===== src/core/sasc_pkg.sv =====
// Constants, register map and types for the converter sample control block
// Summary of operation
// - Input at or above upper limit gives all ones; at or below lower gives zero.
// - Result equals 4095 times input offset over reference span.
// - Converter core is powered only while core power bit is set.
// - Most control bits change only while the arm bit is clear.
// - No conversion starts while the arm bit is clear, except the remaining entries of a sequence already started.
// - One selected clock steps conversions and times pulse sampling.
// - Conversion clock comes from one of four selectable sources.
// - Selected conversion clock source is divided by one to eight.
// - Channel chosen from eight external and four internal inputs.
// - Channel switching opens the old channel before connecting the new.
// - Unselected channels are isolated and their middle node grounded.
// - Internal reference is powered only while reference power bit is set.
// - Reference level bit chooses the higher or lower reference level.
// - Sample and convert begins on a rising trigger edge.
// - Trigger comes from software bit or one of three timer outputs.
// - Trigger invert bit flips the selected trigger polarity.
// - Sampling stays active while the sample control signal is high.
// - Falling sample control starts a conversion of exactly thirteen clocks.
// - One sample mode bit chooses extended or pulse sample timing.
// - Sixteen control and result entries convert and store unattended.
// - Extended mode follows the trigger; falling edge syncs to conversion clock.
// - Pulse mode holds sampling for four times (programmed value plus one) clocks, two fields.
// - Two-bit field selects single, sequence, repeat single, repeat sequence.
// - Writing a result into an entry sets that entry's written flag.
package sasc_pkg;

   // Register byte offsets
   localparam logic [31:0] OFS_CTL_A  = 32'h0000_0000;
   localparam logic [31:0] OFS_CTL_B  = 32'h0000_0004;
   localparam logic [31:0] OFS_FLAG   = 32'h0000_0008;
   localparam logic [31:0] OFS_STAT   = 32'h0000_000C;
   localparam logic [31:0] OFS_ENTRY  = 32'h0000_0040;
   localparam logic [31:0] OFS_RESULT = 32'h0000_0080;

   // Control word a fields
   localparam int A_SW_START = 0;
   localparam int A_ARM      = 1;
   localparam int A_CORE_ON  = 4;
   localparam int A_REF_ON   = 5;
   localparam int A_REF_LVL  = 6;
   localparam int A_SHT_LO   = 8;
   localparam int A_SHT_HI   = 12;

   // Control word b fields
   localparam int B_SEQ_MODE = 0;
   localparam int B_CLK_SRC  = 3;
   localparam int B_CLK_DIV  = 5;
   localparam int B_TRG_INV  = 8;
   localparam int B_PULSE    = 9;
   localparam int B_TRG_SRC  = 10;
   localparam int B_START    = 12;

   // Control entry fields
   localparam int E_CHAN = 0;
   localparam int E_EOS  = 7;

   // Reset values
   localparam logic [15:0] CTL_RST   = 16'h0000;
   localparam logic [7:0]  ENTRY_RST = 8'h00;

   // Converter figures
   localparam int          N_ENTRY    = 16;
   localparam int          N_CHAN     = 12;
   localparam logic [3:0]  CONV_LAST  = 4'hC;
   localparam logic [11:0] SAR_MSB    = 12'h800;
   localparam logic [11:0] FULL_SCALE = 12'hFFF;

   // Conversion modes
   localparam logic [1:0] MODE_SINGLE = 2'h0;
   localparam logic [1:0] MODE_SEQ    = 2'h1;
   localparam logic [1:0] MODE_REP    = 2'h2;
   localparam logic [1:0] MODE_REPSEQ = 2'h3;

   // Trigger sources
   localparam logic [1:0] TRG_SW  = 2'h0;
   localparam logic [1:0] TRG_TA1 = 2'h1;
   localparam logic [1:0] TRG_TB0 = 2'h2;
   localparam logic [1:0] TRG_TB1 = 2'h3;

   typedef enum logic [4:0] {
      ST_IDLE   = 5'b00001,
      ST_SAMPLE = 5'b00010,
      ST_SYNC   = 5'b00100,
      ST_CONV   = 5'b01000,
      ST_STORE  = 5'b10000
   } sasc_state_t;

endpackage : sasc_pkg


===== src/core/sasc_top.sv =====
// Sample control, conversion sequencing and register slave of the converter
//
// Chosen here: the register addresses and the AHB-Lite slave port.
`timescale 1ns/1ps
module sasc_top (
   input  wire logic        clk_sys_i,         // System clock, 25 MHz
   input  wire logic        rst_i,             // Async reset, active high
   input  wire logic        hsel_i,            // Slave select
   input  wire logic [31:0] haddr_i,           // Byte address
   input  wire logic [1:0]  htrans_i,          // Transfer type
   input  wire logic        hwrite_i,          // Write
   input  wire logic [2:0]  hsize_i,           // Size, word only
   input  wire logic [31:0] hwdata_i,          // Write data
   input  wire logic        hready_i,          // Bus ready
   output logic      [31:0] hrdata_o,          // Read data
   output logic             hreadyout_o,       // Slave ready
   output logic             hresp_o,           // Always OKAY
   input  wire logic        sub_main_clk_i,    // Clock source 0 level
   input  wire logic        main_clk_i,        // Clock source 1 level
   input  wire logic        aux_clk_i,         // Clock source 2 level
   input  wire logic        osc_clk_i,         // Internal oscillator level
   input  wire logic        tmr_a1_i,          // Timer one output unit 1
   input  wire logic        tmr_b0_i,          // Timer two output unit 0
   input  wire logic        tmr_b1_i,          // Timer two output unit 1
   input  wire logic        comparator_i,      // High when input >= trial code
   output logic             core_power_on_o,   // Core power enable
   output logic             reference_power_on_o, // Reference power enable
   output logic             reference_level_sel_o, // High reference level
   output logic             sample_control_o,  // Sampling active
   output logic      [11:0] dac_code_o,        // Trial code to core
   output logic      [11:0] channel_connect_o, // One-hot channel switch
   output logic      [11:0] channel_ground_o,  // Middle node grounding
   output logic             busy_o,            // Busy status
   output logic             conv_tick_o        // Conversion clock tick
);
   import sasc_pkg::*;

   sasc_state_t st;
   sasc_state_t next_st;
   logic [15:0] ctl_a;
   logic [15:0] ctl_b;
   logic [15:0] flags;
   logic [7:0]  entry [N_ENTRY];
   logic [3:0]  ptr;
   logic        in_seq;
   logic        done_lock;
   logic [11:0] sar;
   logic [3:0]  bit_cnt;
   logic [5:0]  samp_cnt;
   logic        trig_q;
   logic [3:0]  chan_out;
   logic        connect;
   logic        wr_q;
   logic        rd_q;
   logic [31:0] addr_q;
   logic [11:0] mem_rdata;
   logic        conv_tick;

   // Bus address phase and register decode
   wire acc        = hsel_i & htrans_i[1] & hready_i;
   wire wr_ctl_a   = wr_q & (addr_q == OFS_CTL_A);
   wire wr_ctl_b   = wr_q & (addr_q == OFS_CTL_B);
   wire wr_flag    = wr_q & (addr_q == OFS_FLAG);
   wire hit_entry  = (addr_q[31:6] == OFS_ENTRY[31:6]);
   wire hit_result = (addr_q[31:6] == OFS_RESULT[31:6]);
   wire wr_entry   = wr_q & hit_entry;
   wire [3:0] widx = addr_q[5:2];

   // Field views
   wire arm       = ctl_a[A_ARM];
   wire core_on   = ctl_a[A_CORE_ON];
   wire [1:0] mode    = ctl_b[B_SEQ_MODE +: 2];
   wire [1:0] trg_sel = ctl_b[B_TRG_SRC +: 2];
   wire pulse     = ctl_b[B_PULSE];
   wire [3:0] start_addr = ctl_b[B_START +: 4];
   wire [7:0] cur_entry  = entry[ptr];
   wire eos       = cur_entry[E_EOS];
   wire [3:0] cur_chan   = cur_entry[E_CHAN +: 4];

   wire [3:0] trg_vec = {tmr_b1_i, tmr_b0_i, tmr_a1_i, ctl_a[A_SW_START]};
   wire trig      = trg_vec[trg_sel] ^ ctl_b[B_TRG_INV];
   wire trig_rise = trig & ~trig_q;

   // low field serves entries 0 to 7, high field 8 to 15
   wire [3:0] sht       = ptr[3] ? ctl_a[A_SHT_HI +: 4] : ctl_a[A_SHT_LO +: 4];
   wire [5:0] samp_last = {sht, 2'b11};

   // start needs arm, unless a started sequence is running out
   wire can_start = (arm | in_seq) & core_on & ~done_lock;
   // Clearing arm in single mode stops at once; result is lost
   wire abort     = ~arm & (mode == MODE_SINGLE) & ~(st == ST_IDLE);
   wire seq_mode  = mode[0];
   wire seq_more  = seq_mode & ~eos;
   wire sw_clr    = pulse & (st == ST_SAMPLE) & (next_st == ST_SYNC);

   // locked fields keep their value while armed
   wire [15:0] ctl_a_wr   = arm ? {ctl_a[15:2], hwdata_i[1:0]} : hwdata_i[15:0];
   wire [15:0] next_ctl_a = wr_ctl_a ? ctl_a_wr
                                     : {ctl_a[15:1], ctl_a[A_SW_START] & ~sw_clr};
   wire [15:0] next_ctl_b = (wr_ctl_b & ~arm) ? hwdata_i[15:0] : ctl_b;

   // set wins over a write-one clear in the same cycle
   wire [15:0] set_mask   = (st == ST_STORE) ? (16'h0001 << ptr) : 16'h0000;
   wire [15:0] clr_mask   = wr_flag ? hwdata_i[15:0] : 16'h0000;
   wire [15:0] next_flags = (flags & ~clr_mask) | set_mask;

   // successive approximation keeps a bit when input is not below it
   wire [11:0] trial_bit = SAR_MSB >> bit_cnt;
   wire [11:0] sar_keep  = comparator_i ? sar : (sar & ~trial_bit);
   wire [11:0] next_sar  = sar_keep | (trial_bit >> 1);
   // Trial code comes straight from the register, so the core sees no glitches
   assign dac_code_o = sar;

   // Read data selection
   wire [31:0] stat_word = {31'h0, busy_o};
   wire [31:0] rd_mux =
      (addr_q == OFS_CTL_A) ? {16'h0, ctl_a} :
      (addr_q == OFS_CTL_B) ? {16'h0, ctl_b} :
      (addr_q == OFS_FLAG)  ? {16'h0, flags} :
      (addr_q == OFS_STAT)  ? stat_word :
      hit_entry             ? {24'h0, entry[widx]} :
      hit_result            ? {20'h0, mem_rdata} : 32'h0;

   // Reads take one wait state for the registered memory read
   assign hreadyout_o = ~rd_q;
   assign hresp_o     = 1'b0;

   assign core_power_on_o       = core_on;
   assign reference_power_on_o  = ctl_a[A_REF_ON];
   assign reference_level_sel_o = ctl_a[A_REF_LVL];
   // extended mode follows the trigger level
   assign sample_control_o = (st == ST_SAMPLE) & (pulse | trig);
   // busy from sampling start to result store
   assign busy_o      = ~(st == ST_IDLE);
   assign conv_tick_o = conv_tick;

   // one of twelve channels; codes above eleven connect nothing
   // unselected channels isolated with node grounded
   assign channel_connect_o = (connect && chan_out < 4'(N_CHAN))
                              ? (12'h001 << chan_out) : 12'h000;
   assign channel_ground_o  = ~channel_connect_o;

   // one divided tick times sampling and conversion
   sasc_clkdiv u_clkdiv (
      .clk_sys_i (clk_sys_i),
      .rst_i     (rst_i),
      .src_i     ({osc_clk_i, aux_clk_i, main_clk_i, sub_main_clk_i}),
      .sel_i     (ctl_b[B_CLK_SRC +: 2]),
      .div_i     (ctl_b[B_CLK_DIV +: 3]),
      .tick_o    (conv_tick)
   );

   sasc_mem #(.DEPTH(N_ENTRY), .WIDTH(12)) u_mem (
      .clk_sys_i (clk_sys_i),
      .we_i      (st == ST_STORE),
      .waddr_i   (ptr),
      .wdata_i   (sar),
      .re_i      (acc & ~hwrite_i),
      .raddr_i   (haddr_i[5:2]),
      .rdata_o   (mem_rdata)
   );

   // Sample and convert sequencing
   always_comb begin
      next_st = st;
      case (st)
         ST_IDLE:   if (can_start && trig_rise) next_st = ST_SAMPLE;
         // mode bit chooses pulse timer or trigger level
         ST_SAMPLE: if (pulse ? (conv_tick && samp_cnt == samp_last) : !trig) begin
            next_st = ST_SYNC;
         end
         // falling edge waits for a conversion tick
         ST_SYNC:   if (conv_tick) next_st = ST_CONV;
         ST_CONV:   if (conv_tick && bit_cnt == CONV_LAST) next_st = ST_STORE;
         ST_STORE:  next_st = ST_IDLE;
         default:   next_st = ST_IDLE;
      endcase
      if (abort) next_st = ST_IDLE;
   end

   // State and counters
   always_ff @(posedge clk_sys_i or posedge rst_i) begin
      if (rst_i) begin
         st       <= ST_IDLE;
         trig_q   <= 1'b0;
         samp_cnt <= 6'h0;
         bit_cnt  <= 4'h0;
         sar      <= 12'h000;
      end else begin
         st     <= next_st;
         trig_q <= trig;
         if (st != ST_SAMPLE) samp_cnt <= 6'h0;
         else if (conv_tick) samp_cnt <= samp_cnt + 6'h1;
         if (st == ST_SYNC) begin
            bit_cnt <= 4'h0;
            sar     <= SAR_MSB;
         end else if (st == ST_CONV && conv_tick) begin
            bit_cnt <= bit_cnt + 4'h1;
            if (bit_cnt < CONV_LAST) sar <= next_sar;
         end
      end
   end

   // entry pointer and sequence progress per mode
   always_ff @(posedge clk_sys_i or posedge rst_i) begin
      if (rst_i) begin
         ptr       <= 4'h0;
         in_seq    <= 1'b0;
         done_lock <= 1'b0;
      end else begin
         if (st == ST_IDLE && next_st == ST_SAMPLE && !in_seq) ptr <= start_addr;
         if (st == ST_STORE) begin
            in_seq <= seq_more;
            // Sequences roll over from entry 15 to entry 0
            if (seq_more) ptr <= ptr + 4'h1;
            // Once-only modes on a timer need arm toggled before the next run
            if (!mode[1] && !seq_more && trg_sel != TRG_SW) done_lock <= 1'b1;
         end
         if (abort) in_seq <= 1'b0;
         if (!arm) done_lock <= 1'b0;
      end
   end

   // open the old channel before closing the new one
   always_ff @(posedge clk_sys_i or posedge rst_i) begin
      if (rst_i) begin
         chan_out <= 4'h0;
         connect  <= 1'b0;
      end else if (chan_out != cur_chan) begin
         chan_out <= cur_chan;
         connect  <= 1'b0;
      end else begin
         connect  <= sample_control_o;
      end
   end

   // Registers written by software
   always_ff @(posedge clk_sys_i or posedge rst_i) begin
      if (rst_i) begin
         ctl_a <= CTL_RST;
         ctl_b <= CTL_RST;
         flags <= CTL_RST;
         for (int i = 0; i < N_ENTRY; i++) entry[i] <= ENTRY_RST;
      end else begin
         ctl_a <= next_ctl_a;
         ctl_b <= next_ctl_b;
         flags <= next_flags;
         if (wr_entry) entry[widx] <= hwdata_i[7:0];
      end
   end

   // Bus data phase tracking
   always_ff @(posedge clk_sys_i or posedge rst_i) begin
      if (rst_i) begin
         wr_q     <= 1'b0;
         rd_q     <= 1'b0;
         addr_q   <= 32'h0;
         hrdata_o <= 32'h0;
      end else begin
         wr_q <= acc & hwrite_i;
         rd_q <= acc & ~hwrite_i;
         if (acc) addr_q <= haddr_i;
         if (rd_q) hrdata_o <= rd_mux;
      end
   end
endmodule : sasc_top


===== src/core/sasc_clkdiv.sv =====
// Conversion clock source select and integer divider, as a tick
`timescale 1ns/1ps
module sasc_clkdiv (
   input  wire logic       clk_sys_i,  // System clock
   input  wire logic       rst_i,      // Async reset
   input  wire logic [3:0] src_i,      // Source levels
   input  wire logic [1:0] sel_i,      // Source select
   input  wire logic [2:0] div_i,      // Ratio minus one
   output logic            tick_o      // Divided tick
);
   logic       src_q;
   logic [2:0] cnt;

   // Rising edge of the chosen source level
   wire src_now  = src_i[sel_i];
   wire src_rise = src_now & ~src_q;
   wire wrap     = (cnt >= div_i);

   always_ff @(posedge clk_sys_i or posedge rst_i) begin
      if (rst_i) begin
         src_q  <= 1'b0;
         cnt    <= 3'h0;
         tick_o <= 1'b0;
      end else begin
         src_q  <= src_now;
         tick_o <= src_rise & wrap;
         if (src_rise) begin
            cnt <= wrap ? 3'h0 : cnt + 3'h1;
         end
      end
   end
endmodule : sasc_clkdiv


===== src/core/sasc_mem.sv =====
// Result memory with registered read port
`timescale 1ns/1ps
module sasc_mem #(
   parameter int DEPTH = 16,
   parameter int WIDTH = 12
) (
   input  wire logic                     clk_sys_i, // System clock
   input  wire logic                     we_i,      // Write strobe
   input  wire logic [$clog2(DEPTH)-1:0] waddr_i,   // Write index
   input  wire logic [WIDTH-1:0]         wdata_i,   // Write data
   input  wire logic                     re_i,      // Read strobe
   input  wire logic [$clog2(DEPTH)-1:0] raddr_i,   // Read index
   output logic      [WIDTH-1:0]         rdata_o    // Registered read data
);
   logic [WIDTH-1:0] mem [DEPTH];

   // Contents are undefined until written; no reset on storage
   always_ff @(posedge clk_sys_i) begin
      if (we_i) begin
         mem[waddr_i] <= wdata_i;
      end
      if (re_i) begin
         rdata_o <= mem[raddr_i];
      end
   end
endmodule : sasc_mem


===== config.mk =====
export PLATFORM = sky130hd
export DESIGN_NAME = sasc_top
export DESIGN_NICKNAME = d
export VERILOG_FILES = /design/src/core/sasc_pkg.sv /design/src/core/sasc_top.sv /design/src/core/sasc_clkdiv.sv /design/src/core/sasc_mem.sv
export SDC_FILE = /design/constraint.sdc
export NUM_CORES = 1
export LEC_CHECK = 0
export BUFFER_PORTS_ARGS = -buffer_cell sky130_fd_sc_hd__buf_2
export CAP_MARGIN = 20
export CORE_MARGIN = 10
export CORE_UTILIZATION = 55
export CTS_CLUSTER_SIZE = 25
export DETAILED_ROUTE_END_ITERATION = 12
export PLACE_DENSITY = 0.88
export SLEW_MARGIN = 5
export SYNTH_ARGS = -nofsm -noshare
export SYNTH_HDL_FRONTEND = slang
export SYNTH_HIERARCHICAL = 1
export SYNTH_SLANG_ARGS = --single-unit

===== constraint.sdc =====
create_clock -name clk_sys_i -period 7.49 [get_ports clk_sys_i]
set_input_delay 0.749 -clock clk_sys_i [delete_from_list [all_inputs] [get_ports clk_sys_i]]
set_output_delay 0.749 -clock clk_sys_i [all_outputs]
set_load 0.005 [all_outputs]

-- Yosys cells after proc, flatten, opt, wreduce, memory -nomap -nowiden
Memory sizes are Yosys's and may differ from the RTL's. A register that Yosys moved wholly into a read port is not among the register bits.
Index checks and enable logic that the tools add are counted.
- equal/unequal tests: 18
- magnitude comparators: 8
- add/subtract/negate cells: 4
- bitwise logic cells: 42
- shift operators: 3
- reductions and logical operators: 24
- multiplexer cells: 51
- operator list (operator ; count):
    bitwise mux 128 bit ; 1
    2-to-1 mux 12 bit ; 8
    2-to-1 mux 16 bit ; 5
    binary-select mux 8 bit (select 4 bit) ; 2
    == test 32 x 4 -> 1 bit (second input constant) ; 2
    2-to-1 mux 8 bit ; 5
    demux 8 bit (select 4 bit) ; 1
    == test 32 x 3 -> 1 bit (second input constant) ; 1
    logical NOT 32 bit ; 1
    == test 26 x 1 -> 1 bit (second input constant) ; 1
    == test 26 x 2 -> 1 bit (second input constant) ; 1
    2-to-1 mux 5 bit ; 5
    2-to-1 mux 4 bit ; 6
    NOT 12 bit ; 2
    AND 1 bit ; 21
    case mux 5 bit (4 select lines) ; 1
    AND 16 bit ; 1
    NOT 16 bit ; 1
    bitwise OR 16 bit ; 1
    left shift 1 x 4 -> 16 bit (first input constant) ; 1
    AND 12 bit ; 1
    2-to-1 mux 1 bit ; 12
    2-to-1 mux 6 bit ; 2
    bitwise OR 12 x 11 -> 12 bit ; 1
    other kinds (31) ; 67
- output and inout bits: 76
- bits in writable memories: 192
- memories: 1
- flip-flop bits (word level): 286
- input bits: 82
- memory list (memory ; words ; width ; rd ports ; clocked after Yosys merged registers in ; wr ports ; RTL line ; text):
    u_mem.mem ; 16 ; 12 ; 1 ; 1 ; 1 ; sasc_mem.sv:15 ; logic [WIDTH-1:0] mem [DEPTH];

-- Longest topological paths before layout
Gate-level depths: netlist (run 1).
- depth in word-level cells: 14
- gate-level depth with buffers: 9
- mapped depth without buffers: 7

-- Modules after synthesis
Netlist (run 1), hierarchy kept.
- by module, submodules not included (module ; instances ; cells each ; area an instance (sq um)):
    sasc_top ; 1 ; 1040 ; 13281.5
    sasc_mem ; 1 ; 329 ; 7719.9
    sasc_clkdiv ; 1 ; 35 ; 362.8

-- Least setup slack after synthesis (run 1)
No wires, ideal clock.
- kind: reg2reg
- from: register st[1]
- to: memory u_mem.mem[0][0] (enable)
- setup time: 0.396 ns
- data arrival time: 2.228 ns
- slack: 4.865 ns
- cell stages (with the launch flop): 6
- cells stage by stage: dfrtp_1 nor3_1 nand3b_1 inv_1 or3b_1 nor3_1
- longest elaborated chain between the ends: 3
- ends and longest elaborated chain (what ; RTL line ; text):
    start, declared ; sasc_top.sv:38 ; sasc_state_t st;
    start signal, assigned ; sasc_top.sv:190 ; st <= next_st;
    == test 5 bit ; sasc_top.sv:155 ; .we_i (st == ST_STORE),
    2-to-1 mux 1 bit ; sasc_mem.sv:19 ; if (we_i) begin
    2-to-1 mux 1 bit (implied by the code) ; sasc_mem.sv:20 ; mem[waddr_i] <= wdata_i;
    end, declared ; sasc_mem.sv:15 ;
Every way passes these cells.

-- Worst setup path after layout (run 1)
- from: register ctl_b[10]
- to: output sample_control_o
- longest elaborated chain between the ends: 5
- ends and longest elaborated chain (what ; RTL line ; text):
    start, declared ; sasc_top.sv:41 ; logic [15:0] ctl_b;
    start signal, assigned ; sasc_top.sv:246 ; ctl_b <= next_ctl_b;
    binary-select mux 1 bit (select 2 bit) ; sasc_top.sv:81 ; wire trig = trg_vec[trg_sel] ^ ctl_b[B_TRG_INV];
    2-to-1 mux 1 bit (implied by the code) ; sasc_top.sv:81 ;
    bitwise XOR 1 bit ; sasc_top.sv:81 ;
    via trig ; sasc_top.sv:81 ;
    bitwise OR 1 bit ; sasc_top.sv:132 ; assign sample_control_o = (st == ST_SAMPLE) & (pulse | trig);
    AND 1 bit ; sasc_top.sv:132 ;
    end, declared ; sasc_top.sv:29 ; output logic sample_control_o,
The timed path passes the listed nets, and every way through them passes these cells. The select of a mux whose other input is x is not followed.

==> impl_table.tex, run 1 <==
\begin{tabular}{lr}
\hline
Metric & Value \\
\hline
\multicolumn{2}{l}{\textbf{Layout}} \\
Count of placed standard cells in the final layout, fillers left out & 2076 \\
Final net count & 1619 \\
Commonest non-fill, non-tap cell in the layout & sky130\_fd\_sc\_hd\_\_dfrtp\_1 \\
Core occupancy in the finished layout & 62.3\% \\
Layout cells sized above 1 & 35.4\% \\
Layout-stage area growth over the synthesis result & 12.5\% \\
Area of combinational cells with multiple inputs & 7870 um\^{}2 \\
Fill cell count & 2680 \\
Top library cells by usage in the layout, fill and taps aside & sky130\_fd\_sc\_hd\_\_dfrtp\_1, sky130\_fd\_sc\_hd\_\_edfxtp\_1, sky130\_fd\_sc\_hd\_\_mux2\_2 \\
Final antenna diode count & 0 \\
Sequential cell area & 12900 um\^{}2 \\
\multicolumn{2}{l}{\textbf{Clocking}} \\
Root buffer cell & sky130\_fd\_sc\_hd\_\_clkbuf\_16 \\
CTS buffer count & 47 \\
Total of hold buffers inserted after clock tree synthesis & 0 \\
Resized Gates After CTS & 0 \\
Insertion delay of the later-clocked pin in the worst-skew pair & 0.59 ns \\
Number of clock sinks seen by CTS & 474 \\
TritonCTS clock tree & yes \\
Clock tree buffer depth & 3 \\
Setup repair bufs after CTS & 0 \\
H-tree depth & 2 \\
Register clock-pin slew on the reported worst setup and hold paths & 0.06 ns \\
\multicolumn{2}{l}{\textbf{GRT}} \\
Antenna violations before repair & 0 \\
Number of global-route vias before repair & 13600 \\
Wire length of the first global-routing pass & 81300 um \\
Total overflow reported by the global router & 0 \\
Pin count of the biggest net entering global routing & 179 \\
GRT Overall Usage & 22.1\% \\
\multicolumn{2}{l}{\textbf{Placement}} \\
Count of input and output buffers & 120 \\
Routability congestion estimate from global placement & 0.910 \\
Cell count after placement & 1984 \\
Sum of net half-perimeters after detailed placement & 33500 um \\
\multicolumn{2}{l}{\textbf{Yosys}} \\
Synthesized area per cell & 15.2 um\^{}2 \\
Largest area contributor in the synthesized netlist & sky130\_fd\_sc\_hd\_\_dfrtp\_1 \\
Cell types occupying the most area after synthesis & sky130\_fd\_sc\_hd\_\_dfrtp\_1, sky130\_fd\_sc\_hd\_\_edfxtp\_1, sky130\_fd\_sc\_hd\_\_mux2\_2 \\
Number of enable-type register cells in the synthesized netlist & 204 \\
Count of synthesis-stage warnings from yosys & 6 \\
Number of storage elements in the synthesis netlist & 474 \\
Main flop type after synthesis & sky130\_fd\_sc\_hd\_\_dfrtp\_1 \\
Number of instances in the synthesized netlist & 1404 \\
Area share of the largest cell type after synthesis & 31.5\% \\
Cell area after synthesis & 21400 um\^{}2 \\
Sequential fraction of the synthesis area & 60.3\% \\
Share of flip-flops with an asynchronous set or reset & 57.0\% \\
Count of different cell masters after synthesis & 76 \\
\multicolumn{2}{l}{\textbf{Run status}} \\
Status & completed \\
\multicolumn{2}{l}{\textbf{Setup path}} \\
Largest driver fanout on the critical path & 4 \\
Startpoint of the lowest-slack register-to-register path & ptr[1] \\
Depth of the worst register-to-register path & 7 \\
WS Path Type & reg -> out \\
Worst reg-to-reg setup slack & 4.38 ns \\
Worst path arrival time & 2.56 ns \\
Stage delay of the slowest cell on the critical path & 0.53 ns \\
Startpoint Class & register \\
Capture point of the worst reg-to-reg path & ptr[0] \\
Cells traversed along the worst timing path & mux4\_2, xnor2\_1, or2\_2, and2b\_1, buf\_2 \\
Cell with the largest stage delay on the worst path & sky130\_fd\_sc\_hd\_\_mux4\_2 \\
Crit path capture type & primary output \\
Required time of the critical path & 6.74 ns \\
\multicolumn{2}{l}{\textbf{Detailed routing}} \\
WL/cell & 25.1 um \\
Number of DRC violations after detailed routing & 0 \\
Final Routed Wirelength & 52200 um \\
Overall via count from detail\_route & 13300 \\
Number of antenna-violating nets in the routed design & 0 \\
Drt initial violations & 1621 \\
Count of TritonRoute iterations in the first routing pass & 6 \\
Number of vias per cell & 6.38 \\
\multicolumn{2}{l}{\textbf{Timing}} \\
Post-Route Skew & 0.0104 ns \\
Part of the cycle the worst path needs & 44.2\% \\
Total count of hold-check failures in the final report & 0 \\
Post-route worst hold slack & 0.0827 ns \\
Final critical-path required period & 3.31 ns \\
Worst relative slew slack & 27.4\% \\
Number of setup violations in the final report & 0 \\
Setup repair after global routing missed its margin & no \\
Post-Route Setup TNS & 0 ns \\
Slew Viols, Final & 0 \\
FMAX & 302 MHz \\
Worst Max-Slew Pin Slew & 1.08 ns \\
\multicolumn{2}{l}{\textbf{Floorplanning}} \\
Floorplan Core Area & 38600 um\^{}2 \\
Initial cell density of the core & 55.4\% \\
Overall die area & 47100 um\^{}2 \\
Number of cell rows & 72 \\
Die Span X & 217 um \\
Number of top-level pins & 158 \\
Overall die height & 217 um \\
\multicolumn{2}{l}{\textbf{Power and ir drop}} \\
Power density over the cells & 230 nW/um\^{}2 \\
Total Power & 5.52 mW \\
Cell leakage power & 10.1 nW \\
Maximum vdd drop & 0.210 mV \\
\multicolumn{2}{l}{\textbf{Flow run}} \\
Number of max-cap violations & 0 \\
\multicolumn{2}{l}{\textbf{Worst hold path}} \\
Hold WC Path Type & in -> async \\
\hline
\end{tabular}
-- report_power, final --
| group | leakage [nW] | internal (mW) | switching [mW] |
|---|---|---|---|
| clock network | 0.794 | 1.43 | 0.995 |
| logic | 3.74 | 0.122 | 0.188 |
| registers | 5.61 | 2.74 | 0.0546 |
-- flip-flops by register name (all words and copies together), names as in the netlist, 3 cells and up --
register,flops
ptr,4
u_clkdiv/cnt,3
chan_out,4
entry,128
samp_cnt,6
bit_cnt,4
ctl_b,16
addr_q,32
flags,16
dac_code_o,12
u_mem/rdata_o,12
hrdata_o,16
u_mem/mem,192
ctl_a,16
st,5
-- cell usage after synthesis (3+ instances only) --
master	count
sky130_fd_sc_hd__dfrtp_1	269
sky130_fd_sc_hd__edfxtp_1	204
sky130_fd_sc_hd__mux2_2	192
sky130_fd_sc_hd__mux4_2	93
sky130_fd_sc_hd__nand2_1	84
sky130_fd_sc_hd__nor2_1	60
sky130_fd_sc_hd__clkbuf_1	47
sky130_fd_sc_hd__inv_1	41
sky130_fd_sc_hd__a21oi_1	39
sky130_fd_sc_hd__nand3_1	28
sky130_fd_sc_hd__a22oi_1	25
sky130_fd_sc_hd__buf_2	22
sky130_fd_sc_hd__buf_4	21
sky130_fd_sc_hd__mux2i_1	19
sky130_fd_sc_hd__ha_1	17
sky130_fd_sc_hd__nor2_2	16
sky130_fd_sc_hd__mux4_1	15
sky130_fd_sc_hd__nor2b_1	15
sky130_fd_sc_hd__a22o_1	14
sky130_fd_sc_hd__a2bb2oi_1	12
sky130_fd_sc_hd__o21ai_0	12
sky130_fd_sc_hd__or3_1	11
sky130_fd_sc_hd__a32o_1	9
sky130_fd_sc_hd__nand2b_1	9
sky130_fd_sc_hd__nand4_1	9
sky130_fd_sc_hd__nand3b_1	8
sky130_fd_sc_hd__nor3_1	8
sky130_fd_sc_hd__o22ai_1	8
sky130_fd_sc_hd__xor2_1	8
sky130_fd_sc_hd__and3_1	7
sky130_fd_sc_hd__nor4_1	7
sky130_fd_sc_hd__xnor2_1	7
sky130_fd_sc_hd__and2_1	4
sky130_fd_sc_hd__o2111ai_1	4
sky130_fd_sc_hd__o211ai_1	4
sky130_fd_sc_hd__a32oi_1	3
sky130_fd_sc_hd__buf_1	3
sky130_fd_sc_hd__buf_6	3
sky130_fd_sc_hd__nor3b_1	3
-- routing by layer --
| layer | global-route usage (%) | wire (um) | vias up |
|---|---|---|---|
| li1 | - | - | 5545 |
| met1 | 28.6 | 19900 | 6826 |
| met2 | 36.0 | 25700 | 733 |
| met3 | 4.26 | 4470 | 148 |
| met4 | 9.53 | 2080 | 0 |
| met5 | 0 | 0 | - |
-- stage by stage --
stage	area, um^2	setup slack (ns)
after floorplan	21400	3.24
after global placement	22300	4.43
after detailed placement	22400	4.42
after CTS	24000	4.17
after global routing	24000	4.06
final	24000	4.18
-- final cells by class --
type                    instances  share of cell area (%)
multi-input cells             806                    32.7
repair buffers                149                    3.62
well taps                     518                    2.70
clock inverters                24                   0.947
inverters                      42                   0.671
clock buffers                  63                    5.72
flip-flops and latches        474                    53.6
-- critical path: cells and delay by family, from the launching register on --
kind	cells	cell delay [ns]
muxes	1	0.53
DFF	1	0.42
buffers and inverters	1	0.19
xor gates and xnor gates	1	0.34
and+or+nand+nor	2	0.51
-- worst max-delay path by stage --
stage                         start          endpoint  slack [ns]  depth (start not counted)
final                     ctl_b[10]  sample_control_o        4.18                          5
after global routing      ctl_b[10]  sample_control_o        4.06                          5
after CTS                 ctl_b[10]  sample_control_o        4.17                          5
after detailed placement   tmr_b1_i  sample_control_o        4.42                          6
after global placement     tmr_b1_i  sample_control_o        4.43                          6
after floorplan               rst_i         addr_q[0]        3.24                          1
-- cell families after synthesis --
group,count (synthesis),synth area share [%]
flip-flops,474,60.3
multiplexers,320,22.7
AND/OR/NAND/NOR,287,7.00
AO/OA/AOI/OAI,150,5.12
buffers and inverters,140,3.22
adder cells (fa/ha/maj),17,0.996
XOR/XNOR,15,0.615
other,1,0.0176
Power figures use the tool's default switching activity.
==> run 2, diff against run 1 <==
ABC_AREA = 1   (was not set)
CORE_UTILIZATION = 61   (was 55)
PLACE_DENSITY = 0.91   (was 0.88)
clock period = 3.3 ns   (was 7.49 ns; I/O delays follow)
==> run 2 against run 1 <==
Highest routed layer unchanged. Area after synthesis rose by 8.2%. Combinational power rose to 5.4 times the previous value. Clock skew increased by 0.013 ns. Die area shrank 2.2%. Flip-flop and latch count is the same. Final cell count is 65% higher. Utilization increased by 6.8 points. Clock-buffer cell count up 8. Critical endpoint is now entry[39]. Synthesized cell count is 95% higher. Worst setup slack worse by 3.9 ns. Global-route usage up 6.4 points. Register-to-register slack worse by 4.1 ns.
==> impl_table.tex, run 2 <==
\begin{tabular}{lr}
\hline
Metric & Value \\
\hline
\multicolumn{2}{l}{\textbf{Run status}} \\
Status & completed \\
\multicolumn{2}{l}{\textbf{GRT}} \\
Number of global-route vias before repair & 20000 (+47\%) \\
Wire length of the first global-routing pass & 106000 um (+30\%) \\
Antenna violations before repair & 4 (+4) \\
GRT Overall Usage & 28.5\% (+6.4 points) \\
Pin count of the biggest net entering global routing & 112 (-37\%) \\
Total overflow reported by the global router & 0 (unchanged) \\
\multicolumn{2}{l}{\textbf{Setup path}} \\
Startpoint Class & register \\
Cells traversed along the worst timing path & nor2\_1, nand2\_1, nor3\_4, nand3\_4, nor2\_4, nand4\_1, o21ai\_0 \\
Cell class contributing the biggest share of worst-path delay & simple AND/OR/NAND/NOR gates \\
WS Path Type & reg -> reg \\
Largest driver fanout on the critical path & 16 (+12) \\
Stage delay of the slowest cell on the critical path & 0.66 ns (+0.13 ns) \\
Crit path capture type & register \\
Cell with the largest stage delay on the worst path & sky130\_fd\_sc\_hd\_\_nand4\_1 \\
Worst path arrival time & 3.48 ns (+0.92 ns) \\
Number of buffers and inverters on the critical path & 0 (-1) \\
Required time of the critical path & 3.79 ns (-2.95 ns) \\
\multicolumn{2}{l}{\textbf{Placement}} \\
Routability congestion estimate from global placement & 0.975 (+7.2\%) \\
Sum of net half-perimeters after detailed placement & 41800 um (+25\%) \\
Cell count after placement & 3299 (+66\%) \\
Placement Setup Slack & 0.395 ns (-4.03 ns) \\
Count of input and output buffers & 120 (unchanged) \\
\multicolumn{2}{l}{\textbf{Timing}} \\
Setup repair after global routing missed its margin & no \\
Post-Route Skew & 0.0239 ns (+0.0135 ns) \\
Slew Viols, Final & 0 (unchanged) \\
Total count of hold-check failures in the final report & 0 (unchanged) \\
Worst relative slew slack & 28.8\% (+1.4 points) \\
Final critical-path required period & 2.99 ns \\
Number of setup violations in the final report & 0 (unchanged) \\
Final Worst Setup Slack & 0.314 ns (-3.87 ns) \\
Worst Max-Slew Pin Slew & 1.07 ns (-0.0139 ns) \\
FMAX & 335 MHz \\
Part of the cycle the worst path needs & 90.5\% \\
\multicolumn{2}{l}{\textbf{Yosys}} \\
Cell types occupying the most area after synthesis & sky130\_fd\_sc\_hd\_\_dfrtp\_1, sky130\_fd\_sc\_hd\_\_edfxtp\_1, sky130\_fd\_sc\_hd\_\_nand2\_1 \\
Multiplexer fraction of the synthesized cell area & 1.17\% (-22 points) \\
Number of storage elements in the synthesis netlist & 474 (unchanged) \\
Main combinational cell family by area after synthesis & simple AND/OR/NAND/NOR gates \\
Area fraction in compound gates after synthesis & 7.82\% (+2.7 points) \\
Share of flip-flops with an asynchronous set or reset & 57.0\% (unchanged) \\
Share of synthesized cell area in and, or, nand and nor gates & 24.9\% (+18 points) \\
Main flop type after synthesis & sky130\_fd\_sc\_hd\_\_dfrtp\_1 \\
Number of enable-type register cells in the synthesized netlist & 204 (unchanged) \\
Area share of the largest cell type after synthesis & 29.1\% (-2.4 points) \\
Most frequent cell after synthesis & sky130\_fd\_sc\_hd\_\_nand2\_1 \\
Count of synthesis-stage warnings from yosys & 6 (unchanged) \\
Largest area contributor in the synthesized netlist & sky130\_fd\_sc\_hd\_\_dfrtp\_1 \\
Cell area after synthesis & 23100 um\^{}2 (+8.2\%) \\
Number of instances in the synthesized netlist & 2738 (+95\%) \\
Fraction of the mapped netlist area in adder cells & 0.920\% (-0.076 points) \\
Top post-synthesis cells by count & sky130\_fd\_sc\_hd\_\_nand2\_1, sky130\_fd\_sc\_hd\_\_inv\_1, sky130\_fd\_sc\_hd\_\_o21ai\_0 \\
Parity-gate share of the synthesized area counting xor and xnor cells & 0.0758\% (-0.54 points) \\
Synthesized area per cell & 8.45 um\^{}2 (-44\%) \\
Sequential fraction of the synthesis area & 55.7\% (-4.6 points) \\
Count of different cell masters after synthesis & 48 (-37\%) \\
\multicolumn{2}{l}{\textbf{Clocking}} \\
Insertion delay of the later-clocked pin in the worst-skew pair & 0.61 ns (+0.02 ns) \\
Setup repair bufs after CTS & 0 (unchanged) \\
H-tree depth & 2 (unchanged) \\
CTS buffer count & 47 (unchanged) \\
Root buffer cell & sky130\_fd\_sc\_hd\_\_clkbuf\_16 \\
TritonCTS clock tree & yes \\
Clock tree buffer depth & 3 (unchanged) \\
Register clock-pin slew on the reported worst setup and hold paths & 0.06 ns (about the same) \\
Number of clock sinks seen by CTS & 474 (unchanged) \\
\multicolumn{2}{l}{\textbf{Layout}} \\
Largest register by flop count & u\_mem/mem \\
Count of placed standard cells in the final layout, fillers left out & 3418 (+65\%) \\
Registers with the highest flip-flop counts & u\_mem/mem x192, entry x128, addr\_q x32 \\
Number of flip-flops under the largest register name & 192 (unchanged) \\
Layout-stage area growth over the synthesis result & 12.2\% \\
Top library cells by usage in the layout, fill and taps aside & sky130\_fd\_sc\_hd\_\_nand2\_1, sky130\_fd\_sc\_hd\_\_inv\_1, sky130\_fd\_sc\_hd\_\_o21ai\_0 \\
Fill cell count & 2662 (-0.67\%) \\
Final net count & 2967 (+83\%) \\
Commonest non-fill, non-tap cell in the layout & sky130\_fd\_sc\_hd\_\_nand2\_1 \\
Layout cells sized above 1 & 10.4\% (-25 points) \\
\multicolumn{2}{l}{\textbf{Detailed routing}} \\
Overall via count from detail\_route & 20200 (+52\%) \\
Count of TritonRoute iterations in the first routing pass & 6 (unchanged) \\
Number of vias per cell & 5.91 (-7.5\%) \\
Number of DRC violations after detailed routing & 0 (unchanged) \\
Drt initial violations & 2609 (+61\%) \\
Number of antenna-violating nets in the routed design & 0 (unchanged) \\
Final Routed Wirelength & 67200 um (+29\%) \\
WL/cell & 19.7 um (-22\%) \\
\multicolumn{2}{l}{\textbf{Floorplanning}} \\
Floorplan Core Area & 37500 um\^{}2 (-2.8\%) \\
Initial cell density of the core & 61.7\% (+6.3 points) \\
Overall die height & 215 um (-1.1\%) \\
Number of top-level pins & 158 (unchanged) \\
Overall die area & 46100 um\^{}2 (-2.2\%) \\
Number of cell rows & 71 (-1.4\%) \\
Die Span X & 215 um (-1.1\%) \\
\multicolumn{2}{l}{\textbf{Worst hold path}} \\
Hold WC Path Type & in -> reg \\
\multicolumn{2}{l}{\textbf{Power and ir drop}} \\
Maximum vdd drop & 0.518 mV (+150\%) \\
Power density over the cells & 515 nW/um\^{}2 (+120\%) \\
Cell leakage power & 13.1 nW (+29\%) \\
\multicolumn{2}{l}{\textbf{Flow run}} \\
Number of max-cap violations & 0 (unchanged) \\
\hline
\end{tabular}
run 2: path summary, 6_finish.rpt:
kind | start | end | slack, ns | cells past startpoint
max | addr_q[31] | entry[39] | 0.31 | 7
min reg2reg | hrdata_o[3] | hrdata_o[3] | 0.48 | 2
min | haddr_i[6] | addr_q[6] | 0.04 | 3
max reg2reg | addr_q[31] | entry[39] | 0.31 | 7
min in group asynchronous | rst_i | u_clkdiv/tick_o | 0.22 | 3
max in group asynchronous | rst_i | entry[116] | 1.72 | 4
run 2: layer usage:
| layer | global-route usage (%) | part of all wire (%) |
|---|---|---|
| met5 | 0 | 0 |
| met4 | 16.6 | 5.9 |
| met3 | 4.94 | 9.9 |
| met2 | 48.5 | 50 |
| met1 | 33.6 | 34 |
run 2: timing repair:
item	in CTS	in global routing
resized for setup	0	0
hold buffers	30	0
endpoints found under the hold margin	65	0
run 2: kinds of logic (layout without fill, tap and decap cells):
logic type / after synthesis / after routing
AO/OA/AOI/OAI: 350 / 350
other: 1 / 21
adder cells (fa/ha/maj): 17 / 17
flip-flops: 474 / 474
XOR/XNOR: 2 / 2
multiplexers: 24 / 24
AND/OR/NAND/NOR: 1360 / 1360
buffers and inverters: 510 / 659
run 2: final cells by class:
| class | count | area [um^2] | share of cell area, % |
|---|---|---|---|
| Tap cell | 511 | 639 | 2.47 |
| Inverter | 366 | 1380 | 5.31 |
| Antenna cell | 4 | 10.0 | 0.0386 |
| Sequential cell | 474 | 12900 | 49.7 |
| Multi-Input combinational cell | 1770 | 8140 | 31.4 |
| Clock inverter | 13 | 158 | 0.608 |
| Clock buffer | 71 | 1330 | 5.11 |
| Timing Repair Buffer | 209 | 1400 | 5.39 |
run 2: where the power goes:
part	total (mW)	switching [mW]	internal [mW]
registers	6.44	0.182	6.26
clock network	5.26	2.31	2.95
logic	1.66	1.20	0.468
total	13.4	3.69	9.67
run 2: stage by stage:
| stage | setup TNS [ns] | hold slack, ns | utilization, % | cell area [um^2] | total power, mW |
|---|---|---|---|---|---|
| 4_1_cts | 0 | 0.0122 | 69.1 | 25900 | 13.3 |
| 3_3_place_gp | 0 | 0.271 | 64.3 | 24100 | 8.00 |
| 2_1_floorplan | -139.05 | 0.109 | - | 23200 | 7.51 |
| 5_1_grt | 0 | 0.0438 | 69.2 | 25900 | 13.8 |
| 3_5_place_dp | 0 | 0.278 | 64.4 | 24100 | 8.07 |
| 6_report | 0 | 0.0369 | 69.2 | 25900 | 13.4 |
run 2: tightest hold or removal path, cell delays in order:
cell and delay, ns:
sky130_fd_sc_hd__buf_2 0.11, sky130_fd_sc_hd__nor2_1 0.10, sky130_fd_sc_hd__a21oi_1 0.05
==> run 3, diff against run 2 <==
ABC_AREA = not set   (was 1)
CORE_UTILIZATION = 60   (was 61)
GPL_TIMING_DRIVEN = 0   (was not set)
PLACE_DENSITY = 0.9   (was 0.91)
==> run 3 against run 2 <==
Sequential share of layout area up 2.1 points. Hold slack lost 0.022 ns. Final cell count is 38% lower. Total power shrank 2.9%. Utilization rose by 1.3 points. Critical endpoint is now sample_control_o. Non-clock buffer count rose by 57. Largest cell class unchanged. Clock skew grew 0.046 ns. Flip-flop and latch count is the same. Clock power rose by 10%. Register-to-register slack improved by 0.06 ns. First-iteration DRC count down 28%.
==> impl_table.tex, run 3 (synthesized netlist as in run 1, its figures left out) <==
\begin{tabular}{lr}
\hline
Metric & Value \\
\hline
\multicolumn{2}{l}{\textbf{Run status}} \\
Status & completed \\
\multicolumn{2}{l}{\textbf{Detailed routing}} \\
Drt initial violations & 1881 (-28\%) \\
Number of DRC violations after detailed routing & 0 (unchanged) \\
WL/cell & 28.0 um (+43\%) \\
Final Routed Wirelength & 59900 um (-11\%) \\
Number of vias per cell & 6.66 (+13\%) \\
Overall via count from detail\_route & 14200 (-30\%) \\
Count of TritonRoute iterations in the first routing pass & 5 (-1) \\
Number of antenna-violating nets in the routed design & 0 (unchanged) \\
\multicolumn{2}{l}{\textbf{Flow run}} \\
Number of max-cap violations & 0 (unchanged) \\
\multicolumn{2}{l}{\textbf{Clocking}} \\
Total of hold buffers inserted after clock tree synthesis & 35 (+17\%) \\
TritonCTS clock tree & yes \\
Clock tree buffer depth & 3 (unchanged) \\
Setup repair bufs after CTS & 0 (unchanged) \\
Number of clock sinks seen by CTS & 474 (unchanged) \\
Root buffer cell & sky130\_fd\_sc\_hd\_\_clkbuf\_16 \\
H-tree depth & 2 (unchanged) \\
Insertion delay of the later-clocked pin in the worst-skew pair & 0.62 ns (about the same) \\
Resized Gates After CTS & 0 (unchanged) \\
CTS buffer count & 47 (unchanged) \\
Register clock-pin slew on the reported worst setup and hold paths & 0.06 ns (about the same) \\
\multicolumn{2}{l}{\textbf{Floorplanning}} \\
Number of top-level pins & 158 (unchanged) \\
Overall die area & 43600 um\^{}2 (-5.5\%) \\
Initial cell density of the core & 60.5\% (-1.2 points) \\
Number of cell rows & 69 (-2.8\%) \\
Die Span X & 209 um (-2.8\%) \\
Overall die height & 209 um (-2.8\%) \\
Floorplan Core Area & 35300 um\^{}2 (-5.8\%) \\
\multicolumn{2}{l}{\textbf{Timing}} \\
Setup repair after global routing missed its margin & no \\
Part of the cycle the worst path needs & 89.7\% (-0.83 points) \\
Post-route worst hold slack & 0.0146 ns (-0.0222 ns) \\
Number of setup violations in the final report & 0 (unchanged) \\
Post-Route Skew & 0.0700 ns (+0.0461 ns) \\
Slew Viols, Final & 0 (unchanged) \\
FMAX & 338 MHz (+0.92\%) \\
Worst relative slew slack & 23.8\% (-5.0 points) \\
Final critical-path required period & 2.96 ns (-0.0274 ns) \\
Total count of hold-check failures in the final report & 0 (unchanged) \\
Worst Max-Slew Pin Slew & 1.14 ns (+0.0714 ns) \\
\multicolumn{2}{l}{\textbf{Placement}} \\
Sum of net half-perimeters after detailed placement & 38900 um (-7.0\%) \\
Cell count after placement & 2004 (-39\%) \\
Routability congestion estimate from global placement & 0.973 (-0.18\%) \\
Count of input and output buffers & 112 (-6.7\%) \\
\multicolumn{2}{l}{\textbf{Worst hold path}} \\
Hold WC Path Type & in -> reg \\
Hold path endpoint & ctl\_a[10] \\
Launch instance of the worst min-delay path & hwdata\_i[10] \\
Hold-critical path depth & 2 (-1) \\
\multicolumn{2}{l}{\textbf{GRT}} \\
Number of global-route vias before repair & 14800 (-26\%) \\
Pin count of the biggest net entering global routing & 44 (-61\%) \\
GRT Overall Usage & 27.1\% (-1.4 points) \\
Total overflow reported by the global router & 0 (unchanged) \\
Antenna violations before repair & 3 (-1) \\
Wire length of the first global-routing pass & 91000 um (-14\%) \\
\multicolumn{2}{l}{\textbf{Layout}} \\
Count of placed standard cells in the final layout, fillers left out & 2136 (-38\%) \\
Commonest non-fill, non-tap cell in the layout & sky130\_fd\_sc\_hd\_\_dfrtp\_1 \\
Largest register by flop count & u\_mem/mem \\
Number of flip-flops under the largest register name & 192 (unchanged) \\
Fill cell count & 2128 (-20\%) \\
Core occupancy in the finished layout & 70.5\% (+1.3 points) \\
Layout-stage area growth over the synthesis result & 16.5\% \\
Final net count & 1736 (-41\%) \\
Registers with the highest flip-flop counts & u\_mem/mem x192, entry x128, addr\_q x32 \\
Top library cells by usage in the layout, fill and taps aside & sky130\_fd\_sc\_hd\_\_dfrtp\_1, sky130\_fd\_sc\_hd\_\_edfxtp\_1, sky130\_fd\_sc\_hd\_\_mux2\_2 \\
Final antenna diode count & 0 (-4) \\
Layout cells sized above 1 & 34.6\% (+24 points) \\
\multicolumn{2}{l}{\textbf{Setup path}} \\
Crit path capture type & primary output \\
Worst path arrival time & 2.63 ns (-0.85 ns) \\
Capture point of the worst reg-to-reg path & entry[37] \\
Required time of the critical path & 2.97 ns (-0.82 ns) \\
Startpoint Class & register \\
Largest driver fanout on the critical path & 4 (-12) \\
WS Path Type & reg -> out \\
Depth of the worst register-to-register path & 6 (-1) \\
Worst reg-to-reg setup slack & 0.37 ns (+0.06 ns) \\
Startpoint of the lowest-slack register-to-register path & addr\_q[8] \\
\multicolumn{2}{l}{\textbf{Power and ir drop}} \\
Cell leakage power & 10.6 nW (-19\%) \\
Maximum vdd drop & 0.543 mV (+4.9\%) \\
Power density over the cells & 522 nW/um\^{}2 (+1.2\%) \\
\hline
\end{tabular}
[run 3: cell types whose count changed in the layout (fill, tap and decap cells not counted), moves of 54 or more]
cell	before	now
sky130_fd_sc_hd__inv_1	360	40
sky130_fd_sc_hd__o21ai_0	273	12
sky130_fd_sc_hd__nand2_1	932	84
sky130_fd_sc_hd__mux4_2	0	93
sky130_fd_sc_hd__mux2_2	24	192
sky130_fd_sc_hd__nand3_1	225	28
sky130_fd_sc_hd__nor2_1	114	60
[run 3: stage by stage]
step | total power [mW] | worst slack [ns] | cell area, um^2 | setup TNS, ns
after CTS | 13.0 | 0.220 | 24800 | 0
final | 13.0 | 0.341 | 24900 | 0
after global routing | 13.3 | 0.181 | 24900 | 0
after floorplan | 6.93 | -0.527 | 21400 | -139.05
after detailed placement | 7.24 | 0.342 | 22800 | 0
after global placement | 7.19 | -1.96 | 22600 | -514.82
[run 3: final cells by class]
type                       count  area (um^2)  area share (%)
sequential                   474        12900            51.8
tap                          461          577            2.32
clock inverter                23          350            1.41
buffer                        98          529            2.13
multi-input combinational    806         7870            31.6
clock buffer                  64         1330            5.34
timing repair buffer         168         1180            4.74
inverter                      42          161           0.649
[run 3: how the worst max path moves through the flow]
stage               from                to
6_report       ctl_b[10]  sample_control_o
5_1_grt        addr_q[8]         entry[37]
4_1_cts            st[1]  u_mem/mem[1][11]
3_5_place_dp       st[1]   u_mem/mem[3][5]
3_3_place_gp       rst_i         addr_q[1]
2_1_floorplan      rst_i         addr_q[0]
[run 3: layer usage]
metal	vias up	global-route usage [%]	wire length [um]	part of all wire, %
li1	5770	-	-	-
met1	7250	33.1	21100	35
met2	994	45.2	29800	50
met3	200	6.56	6210	10
met4	4	11.9	2740	4.6
met5	-	0	25	0.042
[run 3: critical path: stages, from the launching register on]
cell                      delay, ns
sky130_fd_sc_hd__dfrtp_1       0.42
sky130_fd_sc_hd__mux4_2        0.55
sky130_fd_sc_hd__xnor2_1       0.33
sky130_fd_sc_hd__or2_2         0.19
sky130_fd_sc_hd__and2b_1       0.34
sky130_fd_sc_hd__buf_2         0.19
[run 3: report_power, final]
group | leakage (nW) | switching [mW] | internal, mW | total, mW
Sequential | 5.61 | 0.0805 | 6.21 | 6.29
Clock | 0.817 | 2.39 | 3.40 | 5.79
Combinational | 4.13 | 0.539 | 0.353 | 0.892
